==> src/design/dual_adc_defines.svh <==
// Purpose: Offsets, field positions, reset values and timing counts for the converter control
// Assumes: APB byte addresses, one 32-bit word per register, 8-bit register data in low bits
// Notes:   Timing tables list setting 1111 first so that setting n sits at bits [10n+9:10n]
`ifndef DUAL_ADC_DEFINES_SVH
`define DUAL_ADC_DEFINES_SVH

`define ADDR_W          8
`define OFS_CTL0        8'h00
`define OFS_CTL1        8'h04
`define OFS_CFG0        8'h08
`define OFS_CFG1        8'h0C
`define OFS_REF0        8'h10
`define OFS_REF1        8'h14
`define OFS_CHSEL       8'h18
`define OFS_RES0_HI     8'h1C
`define OFS_RES0_LO     8'h20
`define OFS_RES1_HI     8'h24
`define OFS_RES1_LO     8'h28

`define CTL_EN_BIT      7
`define CTL_TM_BIT      6
`define CTL_DONE_BIT    5
`define CTL_BUSY_BIT    4
`define CTL_MODE_LSB    0
`define CFG_DIV_LSB     4
`define REF_BIAS_BIT    0
`define REF_BUF_BIT     1
`define CHSEL_DIFF_BIT  6

`define CTL_RESET       8'h00
`define CFG_RESET       8'hF0
`define REF_RESET       8'h00
`define CHSEL_RESET     8'h00

`define CONV_TAB_TM0 {10'h12C, 10'h11A, 10'h107, 10'h0F5, 10'h0E2, 10'h0D0, 10'h0BD, 10'h0AB, \
	10'h098, 10'h086, 10'h073, 10'h061, 10'h04E, 10'h03A, 10'h028, 10'h015}
`define CONV_TAB_TM1 {10'h22C, 10'h20A, 10'h1E7, 10'h1C5, 10'h1A2, 10'h180, 10'h15D, 10'h13B, \
	10'h118, 10'h0F6, 10'h0D3, 10'h0B1, 10'h08E, 10'h06A, 10'h048, 10'h026}

`endif

==> src/design/dual_adc_pkg.sv <==
// Purpose: Types shared by the converter control
// Assumes: Two converters, index 0 is the first, index 1 the second
// Notes:   Constants live in dual_adc_defines.svh
package dual_adc_pkg;

	typedef enum logic [1:0] {
		CONV_IDLE,
		CONV_TRACK,
		CONV_RUN
	} conv_state_t;

	typedef struct packed {
		logic       enable;
		logic       track_mode;
		logic [3:0] divider;
		logic [2:0] start_mode;
	} conv_cfg_t;

	typedef struct packed {
		logic timer2_overflow;
		logic timer3_overflow;
	} timer_evt_t;

endpackage

==> src/design/dual_adc_ctrl.sv <==
// Purpose: Conversion control for two 16-bit SAR converters, single-ended or differential
// Assumes: Timer overflows are one-cycle pulses on sys_clk; start pins are asynchronous
// Notes:   Registers over APB; pready comes one cycle into the access phase
`timescale 1ns/1ps
`include "dual_adc_defines.svh"

// Functional notes
// - A converter runs only while its enable bit is 1, else shut down.
// - Differential: second converter follows first's settings except during calibration.
// - Single-ended: both converters configured independently, simultaneous or different speeds.
// - Each converter has separate bias generator and reference buffer enables.
// - Conversion clock is system clock divided by divider field plus one.
// - First converter starts from busy write, Timer 3, pin edge, Timer 2.
// - Second adds a fifth source: write of 1 to first's busy bit.
// - Busy reads 1 throughout a conversion and 0 after completion.
// - Busy falling edge at completion sets done flag at control bit 5, pulses interrupt; a disable abort does neither.
// - Results per converter; differential result only in first's result registers.
// - Enabled and idle converter tracks its input continuously.
// - Track mode 1 inserts a tracking period after the start event.
// - With pin start in track mode 0, tracking lasts until the pin's rising edge.
// - Track mode 0 conversion time follows table, 21 to 300 clocks.
// - Track mode 1 conversion time follows table, 38 to 556 clocks.
// - Channel select bit 6 picks single-ended (0) or differential (1).
module dual_adc_ctrl
	import dual_adc_pkg::*;
(
	// Clock and reset
	input  wire logic                 sys_clk,
	input  wire logic                 sys_rst,
	// APB slave
	input  wire logic                 psel,
	input  wire logic                 penable,
	input  wire logic                 pwrite,
	input  wire logic [`ADDR_W-1:0]   paddr,
	input  wire logic [31:0]          pwdata,
	output logic      [31:0]          prdata,
	output logic                      pready,
	output logic                      pslverr,
	// Start sources and calibration status
	input  wire timer_evt_t           timer_evt,
	input  wire logic [1:0]           ext_start_pin,
	input  wire logic                 calib_active,
	// Analog front end data
	input  wire logic [15:0]          sample0_data,
	input  wire logic [15:0]          sample1_data,
	input  wire logic [15:0]          sample_diff_data,
	// Analog control
	output logic      [1:0]           converter_enable,
	output logic      [1:0]           bias_generator_enable,
	output logic      [1:0]           reference_buffer_enable,
	output logic                      differential_select,
	output logic      [1:0]           track_hold,
	output logic      [1:0]           conv_clk_tick,
	output logic      [1:0]           conv_busy,
	output logic      [1:0]           conv_done_pulse
);

	conv_cfg_t      cfg_reg       [2];
	conv_cfg_t      eff_cfg       [2];
	logic [1:0]     conv_done_flag;
	logic [15:0]    result_reg    [2];
	conv_state_t    state_reg     [2];
	logic [9:0]     cnt_reg       [2];
	logic [3:0]     div_cnt_reg   [2];
	logic [1:0]     sync1_reg;
	logic [1:0]     sync2_reg;
	logic [1:0]     sync3_reg;
	logic [1:0]     pin_level_reg;
	logic [1:0]     pin_rise;
	logic [1:0]     sw_start;
	logic [1:0]     start_evt;
	logic [1:0]     finish;
	logic           slave_mode;
	logic           wr_en;
	logic           rd_en;
	logic [7:0]     rd_byte;
	logic           rd_hit;

	// Reset images, kept as constants so the reset branch stays constant-only
	localparam logic [7:0] ctl_reset_val   = `CTL_RESET;
	localparam logic [7:0] cfg_reset_val   = `CFG_RESET;
	localparam logic [7:0] chsel_reset_val = `CHSEL_RESET;

	// Control register offset of converter idx
	function automatic logic [`ADDR_W-1:0] ctl_offset(input int unsigned idx);
		ctl_offset = (idx == 0) ? `OFS_CTL0 : `OFS_CTL1;
	endfunction

	// Control byte image; the first converter's mode bit 2 never leaves 0
	function automatic logic [7:0] ctl_read_byte(input conv_cfg_t cfg, input logic done,
		input logic busy);
		ctl_read_byte = {cfg.enable, cfg.track_mode, done, busy, 1'b0, cfg.start_mode};
	endfunction

	// Tracking length falls out as the difference of the two tables
	function automatic logic [9:0] conv_cycles(input logic [3:0] div, input logic tm);
		logic [159:0] tab;
		tab = tm ? `CONV_TAB_TM1 : `CONV_TAB_TM0;
		conv_cycles = tab[div*10 +: 10];
	endfunction

	// Codes 5 to 7 select no source, so such a converter starts only while slaved in differential mode
	function automatic logic pick_start(input logic [2:0] mode, input logic own_sw,
		input logic pin, input logic first_sw, input logic allow_fifth);
		case (mode)
			3'h0:    pick_start = own_sw;
			3'h1:    pick_start = timer_evt.timer3_overflow;
			3'h2:    pick_start = pin;
			3'h3:    pick_start = timer_evt.timer2_overflow;
			3'h4:    pick_start = allow_fifth & first_sw;
			default: pick_start = 1'b0;
		endcase
	endfunction

	// APB handshake: writes act at the edge where pready is sampled high; reads load prdata one edge earlier, as pready rises
	assign wr_en = psel & penable & pready & pwrite;
	assign rd_en = psel & penable & ~pready;

	always_ff @(posedge sys_clk or posedge sys_rst) begin
		if (sys_rst) begin
			pready  <= 1'b0;
			pslverr <= 1'b0;
		end else begin
			pready  <= rd_en;
			pslverr <= rd_en & ~rd_hit;
		end
	end

	// Read data holds between reads so a slow master still sees it
	always_ff @(posedge sys_clk or posedge sys_rst) begin
		if (sys_rst) begin
			prdata <= 32'h0000_0000;
		end else if (rd_en && !pwrite) begin
			prdata <= {24'h00_0000, rd_byte};
		end
	end

	always_comb begin
		rd_hit  = 1'b1;
		rd_byte = 8'h00;
		case (paddr)
			`OFS_CTL0:    rd_byte = ctl_read_byte(cfg_reg[0], conv_done_flag[0], conv_busy[0]);
			`OFS_CTL1:    rd_byte = ctl_read_byte(cfg_reg[1], conv_done_flag[1], conv_busy[1]);
			`OFS_CFG0:    rd_byte = {cfg_reg[0].divider, 4'h0};
			`OFS_CFG1:    rd_byte = {cfg_reg[1].divider, 4'h0};
			`OFS_REF0:    rd_byte = {6'h00, reference_buffer_enable[0], bias_generator_enable[0]};
			`OFS_REF1:    rd_byte = {6'h00, reference_buffer_enable[1], bias_generator_enable[1]};
			`OFS_CHSEL:   rd_byte = {1'b0, differential_select, 6'h00};
			`OFS_RES0_HI: rd_byte = result_reg[0][15:8];
			`OFS_RES0_LO: rd_byte = result_reg[0][7:0];
			`OFS_RES1_HI: rd_byte = result_reg[1][15:8];
			`OFS_RES1_LO: rd_byte = result_reg[1][7:0];
			default:      rd_hit  = 1'b0;
		endcase
	end

	// Configuration registers
	always_ff @(posedge sys_clk or posedge sys_rst) begin
		if (sys_rst) begin
			for (int n = 0; n < 2; n++) begin
				cfg_reg[n] <= conv_cfg_t'({ctl_reset_val[7:6], cfg_reset_val[7:4], 3'h0});
			end
			bias_generator_enable   <= 2'h0;
			reference_buffer_enable <= 2'h0;
			differential_select     <= chsel_reset_val[`CHSEL_DIFF_BIT];
		end else if (wr_en) begin
			case (paddr)
				`OFS_CTL0: begin
					cfg_reg[0].enable     <= pwdata[`CTL_EN_BIT];
					cfg_reg[0].track_mode <= pwdata[`CTL_TM_BIT];
					cfg_reg[0].start_mode <= {1'b0, pwdata[`CTL_MODE_LSB +: 2]};
				end
				`OFS_CTL1: begin
					cfg_reg[1].enable     <= pwdata[`CTL_EN_BIT];
					cfg_reg[1].track_mode <= pwdata[`CTL_TM_BIT];
					cfg_reg[1].start_mode <= pwdata[`CTL_MODE_LSB +: 3];
				end
				`OFS_CFG0:  cfg_reg[0].divider <= pwdata[`CFG_DIV_LSB +: 4];
				`OFS_CFG1:  cfg_reg[1].divider <= pwdata[`CFG_DIV_LSB +: 4];
				`OFS_REF0: begin
					bias_generator_enable[0]   <= pwdata[`REF_BIAS_BIT];
					reference_buffer_enable[0] <= pwdata[`REF_BUF_BIT];
				end
				`OFS_REF1: begin
					bias_generator_enable[1]   <= pwdata[`REF_BIAS_BIT];
					reference_buffer_enable[1] <= pwdata[`REF_BUF_BIT];
				end
				`OFS_CHSEL: differential_select <= pwdata[`CHSEL_DIFF_BIT];
				default: begin
				end
			endcase
		end
	end

	// Start pin synchronisers; second and third stages must agree before a change counts
	always_ff @(posedge sys_clk or posedge sys_rst) begin
		if (sys_rst) begin
			sync1_reg     <= 2'h0;
			sync2_reg     <= 2'h0;
			sync3_reg     <= 2'h0;
			pin_level_reg <= 2'h0;
		end else begin
			sync1_reg <= ext_start_pin;
			sync2_reg <= sync1_reg;
			sync3_reg <= sync2_reg;
			for (int n = 0; n < 2; n++) begin
				if (sync2_reg[n] == sync3_reg[n]) begin
					pin_level_reg[n] <= sync3_reg[n];
				end
			end
		end
	end

	// Slave only outside calibration, so calibration keeps the second's own settings
	assign slave_mode = differential_select & ~calib_active;

	always_comb begin
		eff_cfg[0] = cfg_reg[0];
		eff_cfg[1] = slave_mode ? cfg_reg[0] : cfg_reg[1];
		for (int n = 0; n < 2; n++) begin
			pin_rise[n] = ~pin_level_reg[n] & (sync2_reg[n] == sync3_reg[n]) & sync3_reg[n];
			sw_start[n] = wr_en & pwdata[`CTL_BUSY_BIT] &
				(paddr == ctl_offset(n));
		end
		start_evt[0] = pick_start(eff_cfg[0].start_mode, sw_start[0], pin_rise[0],
			sw_start[0], 1'b0);
		start_evt[1] = slave_mode ? start_evt[0] :
			pick_start(eff_cfg[1].start_mode, sw_start[1], pin_rise[1], sw_start[0], 1'b1);
	end

	// Conversion sequencer, one per converter
	always_ff @(posedge sys_clk or posedge sys_rst) begin
		if (sys_rst) begin
			for (int n = 0; n < 2; n++) begin
				state_reg[n] <= CONV_IDLE;
				cnt_reg[n]   <= 10'h000;
			end
			conv_busy <= 2'h0;
		end else begin
			for (int n = 0; n < 2; n++) begin
				case (state_reg[n])
					CONV_IDLE: begin
						// Bias gating keeps a half-powered converter from reporting data
						if (start_evt[n] && eff_cfg[n].enable && bias_generator_enable[n]) begin
							cnt_reg[n]   <= conv_cycles(eff_cfg[n].divider,
								eff_cfg[n].track_mode) - 10'h001;
							state_reg[n] <= eff_cfg[n].track_mode ? CONV_TRACK : CONV_RUN;
							conv_busy[n] <= 1'b1;
						end
					end
					CONV_TRACK, CONV_RUN: begin
						if (!eff_cfg[n].enable) begin
							state_reg[n] <= CONV_IDLE;
							conv_busy[n] <= 1'b0;
						end else if (cnt_reg[n] == 10'h000) begin
							state_reg[n] <= CONV_IDLE;
							conv_busy[n] <= 1'b0;
						end else begin
							cnt_reg[n] <= cnt_reg[n] - 10'h001;
							if (cnt_reg[n] <= conv_cycles(eff_cfg[n].divider, 1'b0)) begin
								state_reg[n] <= CONV_RUN;
							end
						end
					end
					default: begin
						state_reg[n] <= CONV_IDLE;
						conv_busy[n] <= 1'b0;
					end
				endcase
			end
		end
	end

	always_comb begin
		for (int n = 0; n < 2; n++) begin
			finish[n] = (state_reg[n] != CONV_IDLE) & eff_cfg[n].enable & (cnt_reg[n] == 10'h000);
		end
	end

	// Completion pulse for the interrupt path, one cycle per finished conversion
	always_ff @(posedge sys_clk or posedge sys_rst) begin
		if (sys_rst) begin
			conv_done_pulse <= 2'h0;
		end else begin
			conv_done_pulse <= finish;
		end
	end

	// Done flags: hardware set wins over a software clear in the same cycle
	always_ff @(posedge sys_clk or posedge sys_rst) begin
		if (sys_rst) begin
			conv_done_flag  <= 2'h0;
		end else begin
			for (int n = 0; n < 2; n++) begin
				if (finish[n]) begin
					conv_done_flag[n] <= 1'b1;
				end else if (wr_en && paddr == ctl_offset(n)) begin
					conv_done_flag[n] <= pwdata[`CTL_DONE_BIT];
				end
			end
		end
	end

	// Result capture
	always_ff @(posedge sys_clk or posedge sys_rst) begin
		if (sys_rst) begin
			result_reg[0] <= 16'h0000;
			result_reg[1] <= 16'h0000;
		end else begin
			if (finish[0]) begin
				result_reg[0] <= differential_select ? sample_diff_data : sample0_data;
			end
			if (finish[1] && !differential_select) begin
				result_reg[1] <= sample1_data;
			end
		end
	end

	// Analog controls and conversion clock ticks
	always_ff @(posedge sys_clk or posedge sys_rst) begin
		if (sys_rst) begin
			converter_enable <= 2'h0;
			track_hold       <= 2'h0;
			conv_clk_tick    <= 2'h0;
			div_cnt_reg[0]   <= 4'h0;
			div_cnt_reg[1]   <= 4'h0;
		end else begin
			for (int n = 0; n < 2; n++) begin
				converter_enable[n] <= eff_cfg[n].enable;
				track_hold[n]       <= eff_cfg[n].enable & (state_reg[n] != CONV_RUN);
				if (state_reg[n] == CONV_IDLE || div_cnt_reg[n] == eff_cfg[n].divider) begin
					div_cnt_reg[n] <= 4'h0;
				end else begin
					div_cnt_reg[n] <= div_cnt_reg[n] + 4'h1;
				end
				conv_clk_tick[n] <= (state_reg[n] != CONV_IDLE) &&
					(div_cnt_reg[n] == eff_cfg[n].divider);
			end
		end
	end

endmodule // dual_adc_ctrl

==> config.mk <==
export PLATFORM = sky130hd
export DESIGN_NAME = dual_adc_ctrl
export DESIGN_NICKNAME = d
export VERILOG_FILES = /design/src/design/dual_adc_pkg.sv /design/src/design/dual_adc_ctrl.sv
export VERILOG_INCLUDE_DIRS = /design/src /design/src/design
export SDC_FILE = /design/constraint.sdc
export NUM_CORES = 1
export LEC_CHECK = 0
export BUFFER_PORTS_ARGS = -buffer_cell sky130_fd_sc_hd__clkbuf_2
export CAP_MARGIN = 15
export CELL_PAD_IN_SITES_DETAIL_PLACEMENT = 0
export CELL_PAD_IN_SITES_GLOBAL_PLACEMENT = 1
export CORE_MARGIN = 10
export CORE_UTILIZATION = 47
export CTS_CLUSTER_SIZE = 24
export DETAILED_ROUTE_END_ITERATION = 8
export HOLD_SLACK_MARGIN = 0.15
export PLACE_DENSITY_LB_ADDON = 0.1
export SLEW_MARGIN = 40
export SYNTH_ARGS = -nofsm -noshare
export SYNTH_HDL_FRONTEND = slang
export SYNTH_SLANG_ARGS = --single-unit
==> constraint.sdc <==
create_clock -name sys_clk -period 9.1 [get_ports sys_clk]
set_input_delay 0 -clock sys_clk [delete_from_list [all_inputs] [get_ports sys_clk]]
set_output_delay 0 -clock sys_clk [all_outputs]
set_load 0.02 [all_outputs]
==> impl_metrics.tcl, run 1 <==
set metrics [dict create \
    synth-seq-cells 116 \
    skew_ns 0.0128 \
    seqCellArea_um2 2920 \
    synthArstFlopShare_pct 100 \
    fin_tns_setup_ns 0 \
    finalCriticalPeriod_ns 4.22 \
    antenna_cells 0 \
    die_w_um 150 \
    hpwl_um 16500 \
    worstRegToRegCells 14 \
    startpoint_type "register" \
    vias 6954 \
    cts_tree "done" \
    cts_buffers 17 \
    nets 1147 \
    fp.dieH_um 150 \
    rows 47 \
    synth.distinct_cells 76 \
    multiInputGateArea_um2 4630 \
    first_global_vias 7154 \
    total_power_mw 1.43 \
    path_class "reg -> reg" \
    clock_latency_ns 0.42 \
    max_slew_margin_pct 47.0 \
    end_kind "register" \
    dpl_cell_area_um2 8520 \
    synth_area_um2 7940 \
    fin_cells 1228 \
    hold_viol 0 \
    whs_ns 0.154 \
    maxSlewViolCount 0 \
    ios 147 \
    vias_per_cell 5.66 \
    drt_wl_total_um 22800 \
    p_leak_nw 4.54 \
    layout-drive-gt1-share_pct 21.5 \
    cts_buffer_depth 2 \
    avgSynthCellArea_um2 9.40 \
    fin_area_um2 9800 \
    clock.fmax_mhz 237 \
    placedCellCount 1129 \
    cts_sinks 116 \
    drt_iter0_markers 425 \
    rsz0062_at_grt "false" \
    clkTransAtPathRegs_ns 0.06 \
    outcome "complete, no violations" \
    fillCellCount 1451 \
    grt_overflow_total 0 \
    crit_fanout 32 \
    synth-edff-count 0 \
    setup_viol_count_final 0 \
    portBuffers 97 \
    wl_per_cell_um 18.6 \
    grt.total_usage_pct 20.5 \
    first_pass_iters 5 \
    cts_resized 0 \
    vdd_drop_max_mv 0.126 \
    largest_reg_flops 32 \
    initial_core_util_pct 47.9 \
    routabilityCongestion 0.871 \
    area_delta_synth_final_pct 23.4 \
    worstPathRequired_ns 9.39 \
    hold_class "in -> async" \
    htree_levels 4 \
    drc 0 \
    yosysSeqAreaShare_pct 36.7 \
    synth_warnings 0 \
    final.period_utilization_pct 46.4 \
    synth_flop_cell "dfrtp_1" \
    grt_pass1_wl_um 37200 \
    cts_root_buf "clkbuf_16" \
    post_cts_buffers 0 \
    dieArea_um2 22500 \
    postRouteAntennaNets 0 \
    powerDensity_nw_per_um2 146 \
    grt_max_degree 78 \
    cp.arrival_ns 4.51 \
    syn_inst 844 \
    tightest_slew_ns 0.787 \
    cap_viol_max_count 0 \
    antenna_found_initial 0 \
    core-area_um2 16600 \
]
## cell usage after synthesis, types with 7 or more instances
library cell | number | share of area (%)
dfrtp_1 | 108 | 34
nand2_1 | 82 | 3.9
nor2_1 | 63 | 3.0
ha_1 | 54 | 8.5
o21ai_0 | 52 | 3.3
mux2_2 | 46 | 6.5
a21oi_1 | 41 | 2.6
mux2i_1 | 37 | 4.7
inv_1 | 34 | 1.6
clkbuf_1 | 28 | 1.3
buf_4 | 24 | 2.3
xnor2_1 | 21 | 2.3
nand3_1 | 17 | 1.1
a22o_1 | 12 | 1.3
nor3_1 | 12 | 0.76
a221oi_1 | 11 | 1.2
nand2b_1 | 11 | 0.87
a31oi_1 | 9 | 0.71
o21a_1 | 9 | 0.85
xor2_1 | 9 | 0.99
a211oi_1 | 8 | 0.76
dfstp_2 | 8 | 2.6
buf_1 | 7 | 0.33
nand3b_1 | 7 | 0.66
nand4_1 | 7 | 0.55
nor4_1 | 7 | 0.55
## timing repair
action                                  4_1_cts  5_1_grt
endpoints found under the setup margin        0        0
hold endpoints to repair                    109        0
hold buffers                                 67        0
## layer usage
| metal | GRT usage (%) | wire [um] | vias to the layer above |
|---|---|---|---|
| met5 | 0 | 0 | - |
| li1 | - | - | 3315 |
| met2 | 33.9 | 11000 | 230 |
| met4 | 6.66 | 401 | 0 |
| met3 | 5.65 | 1490 | 31 |
| met1 | 25.4 | 9930 | 3378 |
## area by class of cell
| cell class | instances | area share (%) |
|---|---|---|
| multi-input combinational | 650 | 47.3 |
| clock buffer | 19 | 4.52 |
| tap | 220 | 2.81 |
| timing repair buffer | 175 | 12.7 |
| clock inverter | 13 | 1.49 |
| inverter | 35 | 1.37 |
| sequential | 116 | 29.8 |
## power by group
group          internal [mW]  total (mW)  switching [mW]
Combinational         0.0867       0.206           0.120
Sequential             0.536       0.554          0.0183
Clock                  0.414       0.669           0.255
## cells in the final DEF, fill, tap and decap left out, types with 7 or more instances in the layout
cell type,synthesis,final
a211oi_1,8,8
a21oi_1,41,41
a221oi_1,11,11
a22o_1,12,12
a31oi_1,9,9
buf_4,24,9
clkbuf_16,0,17
clkbuf_2,0,97
conb_1,1,24
dfrtp_1,108,108
dfstp_2,8,7
dlygate4sd3_1,0,67
ha_1,54,54
inv_1,34,33
mux2_2,46,46
mux2i_1,37,37
nand2_1,82,82
nand2b_1,11,11
nand3_1,17,17
nand3b_1,7,7
nand4_1,7,7
nor2_1,63,63
nor3_1,12,12
o21a_1,9,8
o21ai_0,52,52
xnor2_1,21,21
xor2_1,9,9
## metrics by stage
stage	util [%]	worst slack [ns]
3_3_place_gp	51.2	5.05
6_report	59.1	4.88
2_1_floorplan	-	4.96
4_1_cts	59.0	4.93
5_1_grt	59.1	4.64
3_5_place_dp	51.4	4.95
## cell families after synthesis
| group | synth area share [%] |
|---|---|
| XOR/XNOR | 3.31 |
| AO/OA/AOI/OAI | 17.8 |
| buffers and inverters | 6.29 |
| adder cells (fa/ha/maj) | 8.76 |
| multiplexers | 11.8 |
| flip-flops | 36.7 |
| AND/OR/NAND/NOR | 15.3 |
| other | 0.0472 |
## path summary, 6_finish.rpt
check | to | slack [ns] | start
min in group sys_clk | differential_select$_DFFE_PP0P_ | 0.18 | paddr[3]
min reg2reg | sync2_reg[1]$_DFF_PP0_ | 0.34 | sync1_reg[1]$_DFF_PP0_
min | conv_done_pulse[0]$_DFF_PP0_ | 0.15 | sys_rst
max reg2reg | state_reg[1]$_DFFE_PP0P_ | 4.88 | cfg_reg[13]$_DFFE_PP1P_
max in group asynchronous | div_cnt_reg[1]$_DFF_PP0_ | 7.86 | sys_rst
max | state_reg[1]$_DFFE_PP0P_ | 4.88 | cfg_reg[13]$_DFFE_PP1P_
## worst max-delay path, stage by stage (launching register included)
cell and delay, ns:
dfstp_2 0.56, and3b_1 0.32, a21oi_2 0.41, inv_1 0.32, ha_1 0.30, mux2_2 0.27
a22oi_1 0.37, ha_1 0.22, o21a_1 0.11, o21ai_0 0.06, nand2b_1 0.07, a21oi_1 0.07
o21a_1 0.20, o32ai_1 0.40, mux2_2 0.39
Power figures use the tool's default switching activity.
==> run 2: changes to the inputs <==
--- a/config.mk
+++ b/config.mk
@@ -6,12 +6,13 @@
 export SDC_FILE = /design/constraint.sdc
 export NUM_CORES = 1
 export LEC_CHECK = 0
+export ABC_AREA = 1
 export BUFFER_PORTS_ARGS = -buffer_cell sky130_fd_sc_hd__clkbuf_2
 export CAP_MARGIN = 15
 export CELL_PAD_IN_SITES_DETAIL_PLACEMENT = 0
 export CELL_PAD_IN_SITES_GLOBAL_PLACEMENT = 1
 export CORE_MARGIN = 10
-export CORE_UTILIZATION = 47
+export CORE_UTILIZATION = 37
 export CTS_CLUSTER_SIZE = 24
 export DETAILED_ROUTE_END_ITERATION = 8
 export HOLD_SLACK_MARGIN = 0.15
==> constraint.sdc (replaced) <==
create_clock -name sys_clk -period 3.7 [get_ports sys_clk]
set_input_delay 0 -clock sys_clk [delete_from_list [all_inputs] [get_ports sys_clk]]
set_output_delay 0 -clock sys_clk [all_outputs]
set_load 0.02 [all_outputs]
==> run 2 against run 1 <==
Against the previous run: first-iteration DRC count down 22%; critical endpoint unchanged; largest power group unchanged; critical path type unchanged; largest cell class unchanged; combinational power rose to 6.3 times the previous value; clock power rose to 2.6 times the previous value.
==> impl_metrics.tcl, run 2 <==
set metrics [dict create \
    mostFrequentLayoutCells "267 x nand2_1, 108 x nor2_1, 108 x dfrtp_1" \
    synthTopCellsByArea "dfrtp_1 34%, nand2_1 12%, ha_1 8.4%, nor2_1 5.1%, inv_1 4.7%" \
    cap_viol_max_count 0 \
    synth-edff-count 0 \
    avgSynthCellArea_um2 7.63 \
    crit_fanout 20 \
    synthArstFlopShare_pct 100 \
    cts_root_buf "clkbuf_16" \
    drt_iter0_markers 332 \
    skew_ns 0.0106 \
    clock_latency_ns 0.42 \
    clkTransAtPathRegs_ns 0.05 \
    p_sw_mw 1.54 \
    clockPowerShare_pct 37.8 \
    outcome "complete, no violations" \
    vias 7327 \
    p_leak_nw 4.92 \
    rows 53 \
    maxSlewViolCount 0 \
    p_int_mw 2.98 \
    crit_chain "buf_4 > inv_4 > nor2_1 > nand2_1 > nand2_2 > nand3_2 > nand2_1 > inv_1 > ha_1 > nand2_1 > o21a_1 > o21ai_0 > a21boi_0 > o21ai_0 > nand3_1 > nand2_1 > o21ai_0" \
    cpMostUsedCell "nand2_1" \
    layout-drive-gt1-share_pct 17.2 \
    final_common_cell "nand2_1" \
    whs_path_depth 5 \
    antenna_found_initial 0 \
    seq_power_share_pct 33.6 \
    dieArea_um2 28000 \
    tightest_slew_ns 0.602 \
    grt_overflow_total 0 \
    yosysSeqAreaShare_pct 36.2 \
    vdd_drop_max_mv 0.263 \
    dpl_cell_area_um2 8690 \
    critical-path-top-delay-family "simple AND/OR/NAND/NOR gates" \
    p_comb_share_pct 28.5 \
    core-area_um2 21200 \
    postRouteAntennaNets 0 \
    hold_viol 0 \
    grt.total_usage_pct 16.9 \
    first_pass_iters 5 \
    worstPathRequired_ns 3.99 \
    nets 1372 \
    antenna_cells 0 \
    end_kind "register" \
    path_class "reg -> reg" \
    grt_pass1_wl_um 39300 \
    finalCriticalPeriod_ns 3.22 \
    total_power_mw 4.52 \
    synth_area_um2 8050 \
    portBuffers 97 \
    area_delta_synth_final_pct 24.3 \
    worstRegToRegCells 17 \
    vias_per_cell 4.86 \
    cp.arrival_ns 3.52 \
    switching_share_pct 34.2 \
    cts_sinks 116 \
    yosysTopAreaCell "dfrtp_1" \
    synth_flop_cell "dfrtp_1" \
    die_w_um 167 \
    initial_core_util_pct 37.9 \
    whs_ns 0.166 \
    startpoint_type "register" \
    drt_wl_total_um 23900 \
    drc 0 \
    powerDensity_nw_per_um2 452 \
    setup_viol_count_final 0 \
    max_slew_margin_pct 59.9 \
    netlist.area_leader.share_pct 33.6 \
    synth_common_cells "267 x nand2_1, 109 x nor2_1, 108 x dfrtp_1" \
    syn_inst 1055 \
    fin_tns_setup_ns 0 \
    rsz0062_at_grt "false" \
    final.period_utilization_pct 87.1 \
    synth_most_common_cell "nand2_1" \
    hpwl_um 17900 \
    cpPeakStageDelay_ns 0.58 \
    post_cts_buffers 0 \
    htree_levels 4 \
    fin_area_um2 10000 \
    synth-seq-cells 116 \
    largest_reg_flops 32 \
    crit_cells 17 \
    first_global_vias 7427 \
    synth.distinct_cells 59 \
    cts_buffer_depth 2 \
    cts_buffers 17 \
    clock.fmax_mhz 310 \
    cts_tree "done" \
    routabilityCongestion 0.834 \
    worst-path-buf-inv 3 \
    wl_per_cell_um 15.9 \
    slowest_stage "dfrtp_1" \
    ios 147 \
    synth_warnings 0 \
    hold_class "in -> reg" \
    fp.dieH_um 167 \
    grt_max_degree 64 \
]
[run 2: final timing paths]
kind	start	end	slack, ns
setup / recovery	differential_select$_DFFE_PP0P_	state_reg[1]$_DFFE_PP0P_	0.48
hold / removal	pwrite	cfg_reg[7]$_DFFE_PP0P_	0.17
setup reg to reg	differential_select$_DFFE_PP0P_	state_reg[1]$_DFFE_PP0P_	0.48
hold reg to reg	sync1_reg[0]$_DFF_PP0_	sync2_reg[0]$_DFF_PP0_	0.35
max in group asynchronous	sys_rst	cfg_reg[6]$_DFFE_PP1P_	2.75
min in group asynchronous	sys_rst	sync1_reg[1]$_DFF_PP0_	0.18
[run 2: cell type report]
type,instances,area (um^2)
clock buffer,20,447
clock inverter,11,151
fill,2190,11200
inverter,111,424
multi-input combinational,798,4450
sequential,116,2910
tap,275,344
timing repair buffer,176,1270
[run 2: routing by layer]
layer	GRT usage, %	share of wire (%)	vias up	wire [um]
met5	0	0	-	0
met4	4.05	1.3	0	316
met3	4.17	4.6	24	1100
li1	-	-	3775	-
met1	22.0	47	3373	11200
met2	27.6	47	155	11300
[run 2: repair_timing]
item | 4_1_cts | 5_1_grt
endpoints found under the hold margin | 122 | 0
endpoints found under the setup margin | 0 | 2
hold buffers | 70 | 0
resized for setup | 0 | 1
[run 2: power by group through the flow]
stage	logic, mW	clock network, mW	registers (mW)
global placement	1.26	0	1.54
detailed placement	1.26	0	1.54
floorplan	0.984	0	1.52
global route	1.50	1.80	1.54
finish	1.29	1.71	1.52
CTS	1.31	1.74	1.52
[run 2: worst min-delay path, delay by kind of cell]
| family | cells | cell delay [ns] |
|---|---|---|
| simple gates | 3 | 0.38 |
| compound gates | 1 | 0.06 |
| buf+inv | 1 | 0.09 |
[run 2: per-stage QoR]
| stage | util, % | worst slack [ns] | std cells |
|---|---|---|---|
| after global routing | 47.1 | 0.0308 | 1507 |
| after floorplan | - | 0.583 | 1078 |
| after global placement | 40.9 | 0.461 | 1406 |
| after CTS | 47.1 | 0.424 | 1507 |
| final | 47.1 | 0.478 | 1507 |
| after detailed placement | 40.9 | 0.417 | 1406 |
[run 2: kinds of logic after synthesis]
group / share of synthesized area, %
other: 0.0466
AND/OR/NAND/NOR: 27.5
XOR/XNOR: 2.07
AO/OA/AOI/OAI: 13.7
multiplexers: 2.24
flip-flops: 36.2
buffers and inverters: 9.63
adder cells (fa/ha/maj): 8.65
